**src/core/exf_pkg.sv**
```systemverilog
// constants for the external function code interpreter
package exf_pkg;

    // ------------------------------------------------------------
    // register map (byte addresses)
    // ------------------------------------------------------------
    localparam logic [7:0] A_HOST = 8'h00;
    localparam logic [7:0] A_STAT = 8'h04;
    localparam logic [7:0] A_ILKL = 8'h08;
    localparam logic [7:0] A_ILKH = 8'h0c;
    localparam logic [7:0] A_INTS = 8'h10;

    // ------------------------------------------------------------
    // function code layout
    // ------------------------------------------------------------
    localparam int CODE_W = 19;
    localparam int B_GET  = 18;
    localparam int OP_NX0 = 3;
    localparam int OP_NX1 = 2;
    localparam int OP_SN0 = 1;
    localparam int OP_SN1 = 0;
    localparam logic [4:0] C_PORT = 5'h00;
    localparam logic [4:0] C_AINT = 5'h10;
    localparam logic [4:0] C_APCT = 5'h02;
    localparam logic [4:0] C_ERR  = 5'h04;
    localparam logic [4:0] C_ILK  = 5'h06;
    localparam logic [4:0] C_PGR  = 5'h08;
    localparam logic [7:0] N_ACT  = 8'h00;
    localparam logic [7:0] N_LOOP = 8'h01;

    // ------------------------------------------------------------
    // port switch buses, issuers, misc
    // ------------------------------------------------------------
    localparam logic [1:0] BUS_KEEP = 2'b00;
    localparam logic [1:0] BUS_SEQ  = 2'b01;
    localparam logic [1:0] BUS_INS  = 2'b10;
    localparam logic [1:0] BUS_PGR  = 2'b11;
    localparam int NPAGE  = 3;
    localparam int NISS   = 4;
    localparam int I_AP   = 0;
    localparam int I_PGR  = 1;
    localparam int I_SEQ  = 2;
    localparam int I_HOST = 3;
    localparam int ERR_ILLEGAL = 0;
    localparam logic [15:0] AP_FETCH_BASE = 16'h8000;

    // sense and next state chosen by present state: {sense, next}
    function automatic logic [1:0] sense_next(input logic cur, input logic [3:0] op);
        sense_next = cur ? {op[OP_SN1], op[OP_NX1]} : {op[OP_SN0], op[OP_NX0]};
    endfunction

endpackage

```
**src/core/exf_arbiter.sv**
```systemverilog
// round-robin arbiter choosing one issuer at a time
`timescale 1ns/10ps
module exf_arbiter
    import exf_pkg::*;
(
    input  wire logic            core_clk,
    input  wire logic            rst_n,
    input  wire logic [NISS-1:0] req,
    input  wire logic            hold,
    output logic      [NISS-1:0] grant
);

    typedef struct packed {
        logic [1:0] last;
    } arb_t;

    arb_t st;
    arb_t nx;

    // ------------------------------------------------------------
    // pick next requester after the last one granted
    // ------------------------------------------------------------
    always_comb begin
        logic [1:0] idx;
        logic       found;
        idx   = '0;
        found = 1'b0;
        nx    = st;
        grant = '0;
        for (int i = 1; i <= NISS; i++) begin
            idx = st.last + 2'(i);
            if (!found && !hold && req[idx]) begin
                found      = 1'b1;
                grant[idx] = 1'b1;
                nx.last    = idx;
            end
        end
    end

    always_ff @(posedge core_clk) begin
        if (!rst_n) begin
            st <= '0;
        end else begin
            st <= nx;
        end
    end

endmodule

```
**src/core/exf_logic.sv**
```systemverilog
// external function code interpreter with its state store
// ------------------------------------------------------------
// Functional notes
// new-bus field chosen by present bus
// port switch returns one of bits 29-31
// 64 interlock flags, six-bit index
// interlock state picks sense and next bit
// interlocks 00-0F also on panel
// pager off/busy sense and next state
// fetch-address load always senses zero
// fetch-address load breaks a block move
// pager's pending code dropped on load
// inoperative pager ignores fetch-address load
// operative pager loads address, clears count
// fifteen interrupt flags, 0F highest
// priority mask from status word bits
// accept only when all conditions hold
// accepted interrupt fetches from 8000 plus n
// interrupt code senses and sets state
// inactive processor keeps its registers
// activation fetches from 8000
// activity code senses and sets activity
// loop indicator held until loop ends
// bit 29 clears loop indicator, ends loop
// errors set indicators, error 00 halts
// three page memories, one bus each
// one code at a time, losers wait
// 19-bit code senses and controls
// issuer skips on sense one
// reset clears flags, pager off, inactive
// ------------------------------------------------------------
//
// The AHB-Lite interface to the registers and the address map were chosen for this implementation.
`timescale 1ns/10ps
module exf_logic
    import exf_pkg::*;
(
    input  wire logic              core_clk,
    input  wire logic              rst_n,
    input  wire logic              hsel,
    input  wire logic [31:0]       haddr,
    input  wire logic [1:0]        htrans,
    input  wire logic              hwrite,
    input  wire logic [2:0]        hsize,
    input  wire logic [31:0]       hwdata,
    input  wire logic              hready,
    output logic                   hreadyout,
    output logic                   hresp,
    output logic      [31:0]       hrdata,
    input  wire logic              ap_req,
    input  wire logic [CODE_W-1:0] ap_code,
    input  wire logic              pager_req,
    input  wire logic [CODE_W-1:0] pager_code,
    input  wire logic              seq_req,
    input  wire logic [CODE_W-1:0] seq_code,
    output logic      [NISS-1:0]   exf_ack,
    output logic                   exf_sense,
    output logic                   exf_dropped,
    output logic      [5:0]        port_switch,
    input  wire logic [15:0]       panel_set,
    input  wire logic [15:0]       panel_clr,
    output logic      [15:0]       panel_lamp,
    input  wire logic              pager_operative,
    input  wire logic              pager_moving,
    input  wire logic              pager_halt,
    output logic                   pager_busy,
    output logic      [15:0]       get_addr,
    output logic                   get_load,
    output logic                   pager_break,
    input  wire logic [3:0]        interrupt_priority_mask,
    input  wire logic              ap_interruptible,
    output logic                   fetch,
    output logic      [15:0]       fetch_addr,
    output logic                   ap_active,
    input  wire logic              loop_start,
    input  wire logic              loop_done,
    output logic                   loop_ind,
    output logic                   loop_abort,
    input  wire logic [15:0]       err_detect,
    output logic      [15:0]       err_ind,
    output logic                   seq_interrupt
);

    typedef struct packed {
        logic [63:0] ilk;
        logic [15:0] ap_int;
        logic [15:0] err;
        logic [5:0]  bus;
        logic        pager_busy;
        logic        ap_active;
        logic        loop_ind;
        logic [15:0] get_addr;
        logic        hold;
        logic [3:0]  ack;
        logic        sense;
        logic        dropped;
        logic        get_load;
        logic        pager_break;
        logic        loop_abort;
        logic        fetch;
        logic [15:0] fetch_addr;
        logic        seq_int;
        logic        host_pend;
        logic [18:0] host_code;
        logic        host_sense;
        logic [15:0] pset_m;
        logic [15:0] pset_s;
        logic [15:0] pclr_m;
        logic [15:0] pclr_s;
        logic        ahb_wr;
        logic [7:0]  ahb_addr;
        logic [31:0] rdata;
    } state_t;

    localparam state_t ST_RESET = '{bus: {NPAGE{BUS_INS}}, default: '0};

    state_t          st;
    state_t          nx;
    logic [NISS-1:0] grant;
    logic [NISS-1:0] req;
    logic [18:0]     code;
    logic [4:0]      cls;
    logic [7:0]      n;
    logic [3:0]      op;
    logic [3:0]      top;
    logic            take;

    function automatic logic [3:0] top_int(input logic [15:0] f);
        top_int = '0;
        for (int i = 1; i < 16; i++) begin
            if (f[i]) begin
                top_int = 4'(i);
            end
        end
    endfunction

    // ------------------------------------------------------------
    // issuer selection and code fields
    // ------------------------------------------------------------
    assign req = {st.host_pend, seq_req, pager_req, ap_req};

    exf_arbiter u_arb (
        .core_clk (core_clk),
        .rst_n    (rst_n),
        .req      (req),
        .hold     (st.hold),
        .grant    (grant)
    );

    always_comb begin
        unique case (1'b1)
            grant[I_PGR]:  code = pager_code;
            grant[I_SEQ]:  code = seq_code;
            grant[I_HOST]: code = st.host_code;
            default:       code = ap_code;
        endcase
    end

    assign cls  = code[16:12];
    assign n    = code[11:4];
    assign op   = code[3:0];
    assign top  = top_int(st.ap_int);
    assign take = st.ap_active && ap_interruptible && top != '0
                  && interrupt_priority_mask < top && !st.fetch;

    // ------------------------------------------------------------
    // next state
    // ------------------------------------------------------------
    always_comb begin
        logic [1:0] sn;
        logic [1:0] cur;
        logic [1:0] fld;
        logic       s;
        sn  = '0;
        cur = '0;
        fld = '0;
        s   = 1'b0;
        nx  = st;
        nx.ack         = '0;
        nx.dropped     = 1'b0;
        nx.get_load    = 1'b0;
        nx.pager_break = 1'b0;
        nx.loop_abort  = 1'b0;
        nx.fetch       = 1'b0;
        nx.hold        = |grant;
        nx.pset_m      = panel_set;
        nx.pset_s      = st.pset_m;
        nx.pclr_m      = panel_clr;
        nx.pclr_s      = st.pclr_m;
        nx.ilk[15:0]   = (st.ilk[15:0] | st.pset_s) & ~st.pclr_s;
        if (loop_done) begin
            nx.loop_ind = 1'b0;
        end
        if (loop_start) begin
            nx.loop_ind = 1'b1;
        end
        if (pager_halt || !pager_operative) begin
            nx.pager_busy = 1'b0;
        end
        if (|grant) begin
            nx.ack = grant;
            if (code[B_GET]) begin
                s = 1'b0;
                if (pager_req && !grant[I_PGR]) begin
                    nx.ack[I_PGR] = 1'b1;
                    nx.dropped    = 1'b1;
                end
                if (pager_operative) begin
                    nx.get_addr    = code[15:0];
                    nx.get_load    = 1'b1;
                    nx.pager_busy  = 1'b1;
                    nx.pager_break = pager_moving;
                end
            end else begin
                unique case (cls)
                    C_PORT: begin
                        if (n[7:6] != 2'b11) begin
                            cur = st.bus[2*n[7:6] +: 2];
                            unique case (cur)
                                BUS_SEQ: begin
                                    fld = n[5:4];
                                    s   = op[2];
                                end
                                BUS_INS: begin
                                    fld = n[3:2];
                                    s   = op[OP_SN0];
                                end
                                BUS_PGR: begin
                                    fld = n[1:0];
                                    s   = op[OP_SN1];
                                end
                                default: begin
                                    fld = BUS_KEEP;
                                    s   = 1'b0;
                                end
                            endcase
                            if (fld != BUS_KEEP) begin
                                nx.bus[2*n[7:6] +: 2] = fld;
                            end
                        end
                    end
                    C_ILK: begin
                        if (n[7:6] == 2'b00) begin
                            sn = sense_next(st.ilk[n[5:0]], op);
                            s  = sn[1];
                            nx.ilk[n[5:0]] = sn[0];
                        end
                    end
                    C_AINT: begin
                        if (n[7:4] == '0 && n[3:0] != '0) begin
                            sn = sense_next(st.ap_int[n[3:0]], op);
                            s  = sn[1];
                            nx.ap_int[n[3:0]] = sn[0];
                        end
                    end
                    C_APCT: begin
                        if (n == N_ACT) begin
                            sn = sense_next(st.ap_active, op);
                            s  = sn[1];
                            nx.ap_active = sn[0];
                        end else if (n == N_LOOP) begin
                            s = st.loop_ind ? op[OP_SN1] : op[OP_SN0];
                            if (op[OP_NX1]) begin
                                nx.loop_ind   = loop_start;
                                nx.loop_abort = st.loop_ind;
                            end
                        end
                    end
                    C_ERR: begin
                        if (n[7:4] == '0) begin
                            sn = sense_next(st.err[n[3:0]], op);
                            s  = sn[1];
                            nx.err[n[3:0]] = sn[0];
                        end
                    end
                    C_PGR: begin
                        if (n == '0) begin
                            sn = sense_next(st.pager_busy, op);
                            s  = sn[1];
                            nx.pager_busy = sn[0] && pager_operative;
                        end
                    end
                    default: begin
                        s = 1'b0;
                    end
                endcase
            end
        end
        nx.sense = s;
        if (grant[I_HOST]) begin
            nx.host_pend  = 1'b0;
            nx.host_sense = s;
        end
        nx.err = nx.err | err_detect;
        if (err_detect[ERR_ILLEGAL]) begin
            nx.ap_active = 1'b0;
        end
        nx.seq_int = |nx.err;
        if (nx.ap_active && !st.ap_active) begin
            nx.fetch      = 1'b1;
            nx.fetch_addr = AP_FETCH_BASE;
        end else if (take) begin
            nx.fetch      = 1'b1;
            nx.fetch_addr = AP_FETCH_BASE + {12'h000, top};
        end
        // bus slave: address phase, then data phase
        if (st.ahb_wr && st.ahb_addr == A_HOST && !nx.host_pend) begin
            nx.host_pend = 1'b1;
            nx.host_code = hwdata[CODE_W-1:0];
        end
        nx.ahb_wr = 1'b0;
        nx.rdata  = '0;
        if (hready && hsel && htrans[1]) begin
            nx.ahb_wr   = hwrite;
            nx.ahb_addr = haddr[7:0];
            if (!hwrite) begin
                unique case (haddr[7:0])
                    A_HOST: nx.rdata = {30'h0, st.host_sense, st.host_pend};
                    A_STAT: nx.rdata = {7'h00, st.ap_active, st.pager_busy,
                                        st.loop_ind, st.bus, st.err};
                    A_ILKL: nx.rdata = st.ilk[31:0];
                    A_ILKH: nx.rdata = st.ilk[63:32];
                    A_INTS: nx.rdata = {st.get_addr, st.ap_int};
                    default: nx.rdata = '0;
                endcase
            end
        end
    end

    always_ff @(posedge core_clk) begin
        if (!rst_n) begin
            st <= ST_RESET;
        end else begin
            st <= nx;
        end
    end

    // ------------------------------------------------------------
    // outputs
    // ------------------------------------------------------------
    assign hreadyout     = 1'b1;
    assign hresp         = 1'b0;
    assign hrdata        = st.rdata;
    assign exf_ack       = st.ack;
    assign exf_sense     = st.sense;
    assign exf_dropped   = st.dropped;
    assign port_switch   = st.bus;
    assign panel_lamp    = st.ilk[15:0];
    assign pager_busy    = st.pager_busy;
    assign get_addr      = st.get_addr;
    assign get_load      = st.get_load;
    assign pager_break   = st.pager_break;
    assign fetch         = st.fetch;
    assign fetch_addr    = st.fetch_addr;
    assign ap_active     = st.ap_active;
    assign loop_ind      = st.loop_ind;
    assign loop_abort    = st.loop_abort;
    assign err_ind       = st.err;
    assign seq_interrupt = st.seq_int;
endmodule

```
**config.mk**
```make
export PLATFORM = sky130hd
export DESIGN_NAME = exf_logic
export DESIGN_NICKNAME = d
export VERILOG_FILES = /design/src/core/exf_pkg.sv /design/src/core/exf_arbiter.sv /design/src/core/exf_logic.sv
export SDC_FILE = /design/constraint.sdc
export NUM_CORES = 1
export LEC_CHECK = 0
export BUFFER_PORTS_ARGS = -buffer_cell sky130_fd_sc_hd__buf_2
export CAP_MARGIN = 20
export CORE_ASPECT_RATIO = 1.4
export CORE_MARGIN = 1
export CORE_UTILIZATION = 42
export CTS_BUF_LIST = sky130_fd_sc_hd__clkbuf_4
export DETAILED_ROUTE_END_ITERATION = 8
export GPL_TIMING_DRIVEN = 0
export SLEW_MARGIN = 20
export SYNTH_ARGS = -nofsm -noshare
export SYNTH_HDL_FRONTEND = slang
export SYNTH_HIERARCHICAL = 1
export SYNTH_SLANG_ARGS = --single-unit
```
**constraint.sdc**
```tcl
create_clock -name core_clk -period 6.3 [get_ports core_clk]
set_input_delay 0.63 -clock core_clk [delete_from_list [all_inputs] [get_ports core_clk]]
set_output_delay 0.63 -clock core_clk [all_outputs]
set_load 0.02 [all_outputs]
```
==> impl_metrics.toml, run 1 <==
[floorplan]
core_um2 = 31700
std_cell_rows = 77
io_pins = 310
die-area_um2 = 33100
die_w_um = 154
start_util_pct = 42.9
die_h_um = 215

[layout]
register_area_um2 = 5310
nFillCells = 3137
multi_input_area_um2 = 7050
area_growth_pct = 20.9
drive_gt1_share_pct = 29.9
stdcell_count = 2331
nets = 2104

[yosys]
ys_seq_area_share_pct = 39.0
synth_area_leaders = "dfxtp_1 (39%), buf_4 (6.0%), mux2i_1 (5.7%)"
yosysUniqueCellTypes = 83
synth_edf_count = 0
synth_seq_cells = 265
synthFlopType = "dfxtp_1"
syn_area_um2 = 13600
syn_avg_cell_area_um2 = 8.77
synth_top_cell_by_area = "dfxtp_1"
yosysWarnings = 6
netlist.area_leader.share_pct = 39.0
synth-async-reset-ratio_pct = 0
ys_top_cells_by_count = "dfxtp_1 (265), nor2_1 (172), nand2_1 (126)"
post-synth-top-count-cell = "dfxtp_1"
synthCells = 1552

[clock_tree]
cts_buffers = 69
clock_latency_ns = 0.75
clock-root-buffer = "clkbuf_4"
htreeDepth = 3
clk_pin_slew_ns = 0.06
clkSinkCount = 265
cts_tree = "yes"
clockBufferDepth = 3
postCtsHoldBufs = 0

[routing]
antenna_left = 0
drc = 0
wirelength_mm = 53.7
wire_per_inst_um = 23.1
viasPerCell = 5.84
vias = 13600
drt_iter0_markers = 1452
first_pass_iters = 6

[critical_path]
cp_max_fo = 10
worstPathArrival_ns = 6.68
cp-end-kind = "flop"
start_kind = "flop"
required_ns = 6.83
worstSetupPathType = "reg -> reg"

[timing]
tightest_slew_ns = 1.20
skew_ns = 0.0723
slew_headroom_pct = 19.1
hold_viol = 0
fin_crit_ns = 6.15
fmax_mhz = 163
slew_violations = 0
setup_violations = 0
tns_ns = 0
fin_crit_sh_pct = 97.7
holdWs_ns = 0.113

[power]
power.leakage_uw = 0.00707
peakVddDrop_mv = 0.212
power_density_nw_per_um2 = 493

[grt]
antenna_found_initial = 2
grt_pass1_wl_mm = 78.2
grt_max_degree = 11
grtUsageTotal_pct = 31.9
gr-total-overflow = 0
grt_pass1_vias = 13200

[placed_design]
placed_cells = 2209
place.gp.congestion = 0.961
port_buffers = 250
post-dp-hpwl_mm = 41.5

[outcome]
status = "completed"

[worst_hold_path]
holdCritPathClass = "in -> reg"

[flow_run]
drv_cap = 0
what timing repair did:
item | in CTS | in global routing
endpoints found under the hold margin | 0 | 0
pin swaps | 2 | 8
setup endpoints to repair | 60 | 96
setup buffers | 1 | 13
resized for setup | 9 | 17
cells in the final DEF, fill, tap and decap left out, types with 6 or more instances in the layout:
cell	Yosys	layout
nand4_1	15	15
o21ai_0	13	12
a21oi_1	122	121
ha_1	14	13
o311a_1	6	6
buf_4	109	124
nor2_1	172	168
clkinv_1	0	9
a22o_1	7	7
nor3_1	21	17
conb_1	2	13
nand2_1	126	126
dfxtp_1	265	265
or4_1	6	6
buf_6	7	7
a21o_1	13	11
o31ai_1	19	19
o22ai_1	13	13
a222oi_1	50	50
a311oi_1	44	44
clkbuf_4	0	93
nor4_1	16	15
and3_1	12	12
mux4_2	7	7
buf_2	19	268
mux2_2	33	33
nand3_1	34	34
mux2i_1	78	77
a31oi_1	14	14
a22oi_1	7	7
clkbuf_1	83	78
inv_1	18	18
nor2b_1	7	7
a211oi_1	9	9
and2_1	85	85
area by class of cell:
class,instances,area share (%)
clock inverter,15,0.867
sequential,265,32.3
inverter,19,0.434
buffer,221,8.05
timing repair buffer,265,8.29
tap,395,3.00
clock buffer,92,4.20
multi-input combinational,1057,42.9
antenna,2,0.0304
power breakdown:
part	switching [µW]	leakage (µW)	internal [µW]	total, µW
clock network	702	0.000484	792	1490
registers	134	0.00216	1790	1920
logic	3180	0.00443	1510	4690
metal layers:
metal	track usage, %	routed length (µm)	vias to the layer above
li1	-	-	6302
met2	55.0	26000	746
met3	5.34	3950	209
met4	24.9	3950	0
met5	0	0	-
met1	34.5	19800	6364
critical path, stage by stage (launching register included):
cell and delay [ns]:
dfxtp_1 0.44, buf_6 0.19, inv_1 0.09, ha_1 0.43, mux4_2 0.40, nor2b_4 0.17
and2_4 0.18, a221o_2 0.42, or3_1 0.52, a21oi_2 0.31, buf_4 0.34, mux2i_1 0.37
o22ai_1 0.16, o41a_1 0.47, a2111oi_4 0.53, nor2_1 0.15, a21oi_4 0.42, buf_6 0.23
a311oi_1 0.11
path summary, 6_finish.rpt:
kind,endpoint,startpoint,slack (ns),cells after the start
min,nx[79],panel_set[6],0.11,2
min reg2reg,st[49],nx[49],0.42,1
max reg2reg,st[238],u_arb/st[0],0.15,18
max,st[238],u_arb/st[0],0.15,18
flip-flops by register name (all words and copies together), names as in the netlist:
name	cells
st	125
hrdata	32
nx	32
err_ind	16
get_addr	16
panel_lamp	16
port_switch	6
fetch_addr	5
exf_ack	4
u_arb/st	2
ap_active	1
exf_dropped	1
exf_sense	1
fetch	1
get_load	1
loop_abort	1
loop_ind	1
pager_break	1
pager_busy	1
req	1
seq_interrupt	1
per-stage QoR:
stage | util, % | worst slack (ns) | instance area (µm²) | power [µW]
floorplan | - | 1.19 | 13600 | 4790
global placement | 48.6 | -0.863 | 15400 | 6270
detailed placement | 48.7 | -0.548 | 15400 | 6310
CTS | 51.4 | 0.0217 | 16300 | 7840
global route | 51.9 | -0.00570 | 16400 | 8410
finish | 51.9 | 0.147 | 16400 | 8100
cell families after synthesis:
logic type                 share of synthesized area, %
DFF                                                39.0
adders and majority gates                          1.36
xor gates and xnor gates                         0.0644
muxes                                              9.99
and+or+nand+nor                                    18.7
AOI/OAI and AO/OA                                  20.6
buffers and inverters                              10.2
other                                            0.0552
Note: power is estimated with default switching activity, not from simulation.
==> inputs of run 2 (changes only) <==
Settings changed: BUFFER_PORTS_ARGS -buffer_cell sky130_fd_sc_hd__buf_2 to default, CTS_BUF_LIST sky130_fd_sc_hd__clkbuf_4 to sky130_fd_sc_hd__clkbuf_4 sky130_fd_sc_hd__clkbuf_8, DONT_BUFFER_PORTS from default to 1.
==> impl_metrics.toml, run 2 (synthesized netlist as in run 1, its figures left out) <==
[flow_run]
drv_cap = 0

[layout]
layout_commonest_cell = "dfxtp_1"
drive_gt1_share_pct = 18.5
final_cell_mix = "dfxtp_1 (264), nor2_1 (168), nand2_1 (126)"
largest_reg_flops = 125
nFillCells = 3129
multi_input_area_um2 = 7050
top_register = "st"
nets = 1823
area_growth_pct = 12.5
register_area_um2 = 5310

[floorplan]
core_um2 = 31700
start_util_pct = 42.9
std_cell_rows = 77
die_h_um = 215
die_w_um = 154
die-area_um2 = 33100
io_pins = 310

[power]
switching_power_uw = 3990
internal_power_uw = 4140
switching_share_pct = 49.1
power_frac_clock_pct = 20.3
fin_total_pwr_uw = 8130
power.leakage_uw = 0.00596
power_density_nw_per_um2 = 531
sequentialPowerShare_pct = 23.8
peakVddDrop_mv = 0.244
pwr-share-comb_pct = 55.9

[clock_tree]
clkSinkCount = 265
postCtsHoldBufs = 0
cts_tree = "yes"
clk_pin_slew_ns = 0.07
clockBufferDepth = 3
clock_latency_ns = 0.59
cts_buffers = 43
htreeDepth = 2
clock-root-buffer = "clkbuf_8"

[grt]
gr-total-overflow = 0
antenna_found_initial = 3
grt_pass1_vias = 12400
grtUsageTotal_pct = 30.8
grt_max_degree = 12
grt_pass1_wl_mm = 75.9

[routing]
wire_per_inst_um = 25.5
first_pass_iters = 7
drt_iter0_markers = 1418
antenna_left = 0
vias = 12600
wirelength_mm = 52.3
viasPerCell = 6.14
drc = 0

[critical_path]
cp-end-kind = "flop"
critical-path-max-stage-delay_ns = 0.53
rrSetupSlack_ns = -0.01
cp_max_fo = 10
cp_num_buf_inv = 5
path_delay_family = "compound AO/OA/AOI/OAI gates"
start_kind = "flop"
worstSetupPathType = "reg -> reg"
worstPathArrival_ns = 6.68
required_ns = 6.67
crit_slowest_cell = "a222oi_1"
crit_chain = "buf_6, inv_1, ha_1, mux4_2, nor2b_4, and2_4, a221o_2, buf_2, clkbuf_2, buf_2, a222oi_1, a21o_2, ha_2, o21ai_1, nor3_2, a21boi_0, a2111oi_0, nand4_1, nor2_1, a41oi_1"
cp_common_cell = "buf_2"

[timing]
fin_crit_sh_pct = 100
setup_violations = 1
tightest_slew_ns = 1.15
tns_ns = -0.00965
fin_crit_ns = 6.31
fmax_mhz = 158
fin_ws_ns = -0.00965
slew_violations = 0
rsz0062_at_grt = "true"
slew_headroom_pct = 23.0
hold_viol = 0
skew_ns = 0.0302

[outcome]
status = "finished, violations left"
violations = "negative setup slack"

[placed_design]
port_buffers = 0
place.gp.congestion = 0.973
post-dp-hpwl_mm = 40.3

[worst_hold_path]
holdCritPathClass = "in -> reg"
==> run 2: worst paths after layout <==
kind / cells after the start / end / startpoint
setup reg to reg: 20 / seq_interrupt / u_arb/st[0]
hold reg to reg: 1 / st[88] / nx[88]
setup / recovery: 20 / seq_interrupt / u_arb/st[0]
hold / removal: 1 / ap_active / err_detect[0]
==> run 2: through the flow <==
stage / std cells / worst slack (ns) / instance area (µm²) / hold slack, ns / util [%]
finish: 2048 / -0.00965 / 15300 / 0.112 / 48.3
global route: 2048 / -0.152 / 15300 / 0.105 / 48.3
CTS: 2041 / 0.0230 / 15200 / 0.104 / 47.9
detailed placement: 1959 / -0.673 / 14200 / 0.418 / 44.7
global placement: 1958 / -0.987 / 14100 / 0.417 / 44.6
floorplan: 1563 / 1.19 / 13600 / 0.412 / -
==> run 2: final cells by class <==
type / instances / share of cell area (%)
Antenna cell: 2 / 0.0327
Multi-Input combinational cell: 1057 / 46.1
Buffer: 222 / 8.69
Inverter: 19 / 0.466
Timing Repair Buffer: 9 / 0.523
Tap cell: 395 / 3.23
Clock buffer: 67 / 5.49
Clock inverter: 12 / 0.793
Sequential cell: 265 / 34.7
==> run 2: timing repair <==
action	in CTS	in global routing
gates resized for setup	9	21
pin swaps	4	4
buffers inserted	3	5
setup endpoints to repair	75	95
gates cloned	0	0
==> run 2: power groups by stage <==
| stage | Combinational [µW] | Clock [µW] | Sequential [µW] |
|---|---|---|---|
| finish | 4540 | 1650 | 1940 |
| global placement | 4180 | 0 | 1970 |
| CTS | 4280 | 1680 | 1930 |
| detailed placement | 4210 | 0 | 1960 |
| global route | 4730 | 1760 | 1940 |
| floorplan | 2890 | 0 | 1890 |
==> run 2: metal layers <==
metal	share of wire, %	routed length [µm]	GRT usage, %	vias to the layer above
met4	7.6	3990	22.9	4
met2	48	25100	53.1	712
met3	8.7	4550	6.76	190
li1	-	-	-	5726
met5	0.046	24	0	-
met1	36	18600	33.0	5938
==> run 2: worst register-to-register path, delay by kind of cell (launching register included) <==
family                   cells  cell delay, ns
flip-flops                   1            0.44
AO/OA/AOI/OAI                7            2.41
multiplexers                 1            0.41
AND/OR/NAND/NOR              5            1.11
buffers and inverters        5            0.96
adder cells (fa/ha/maj)      2            0.75
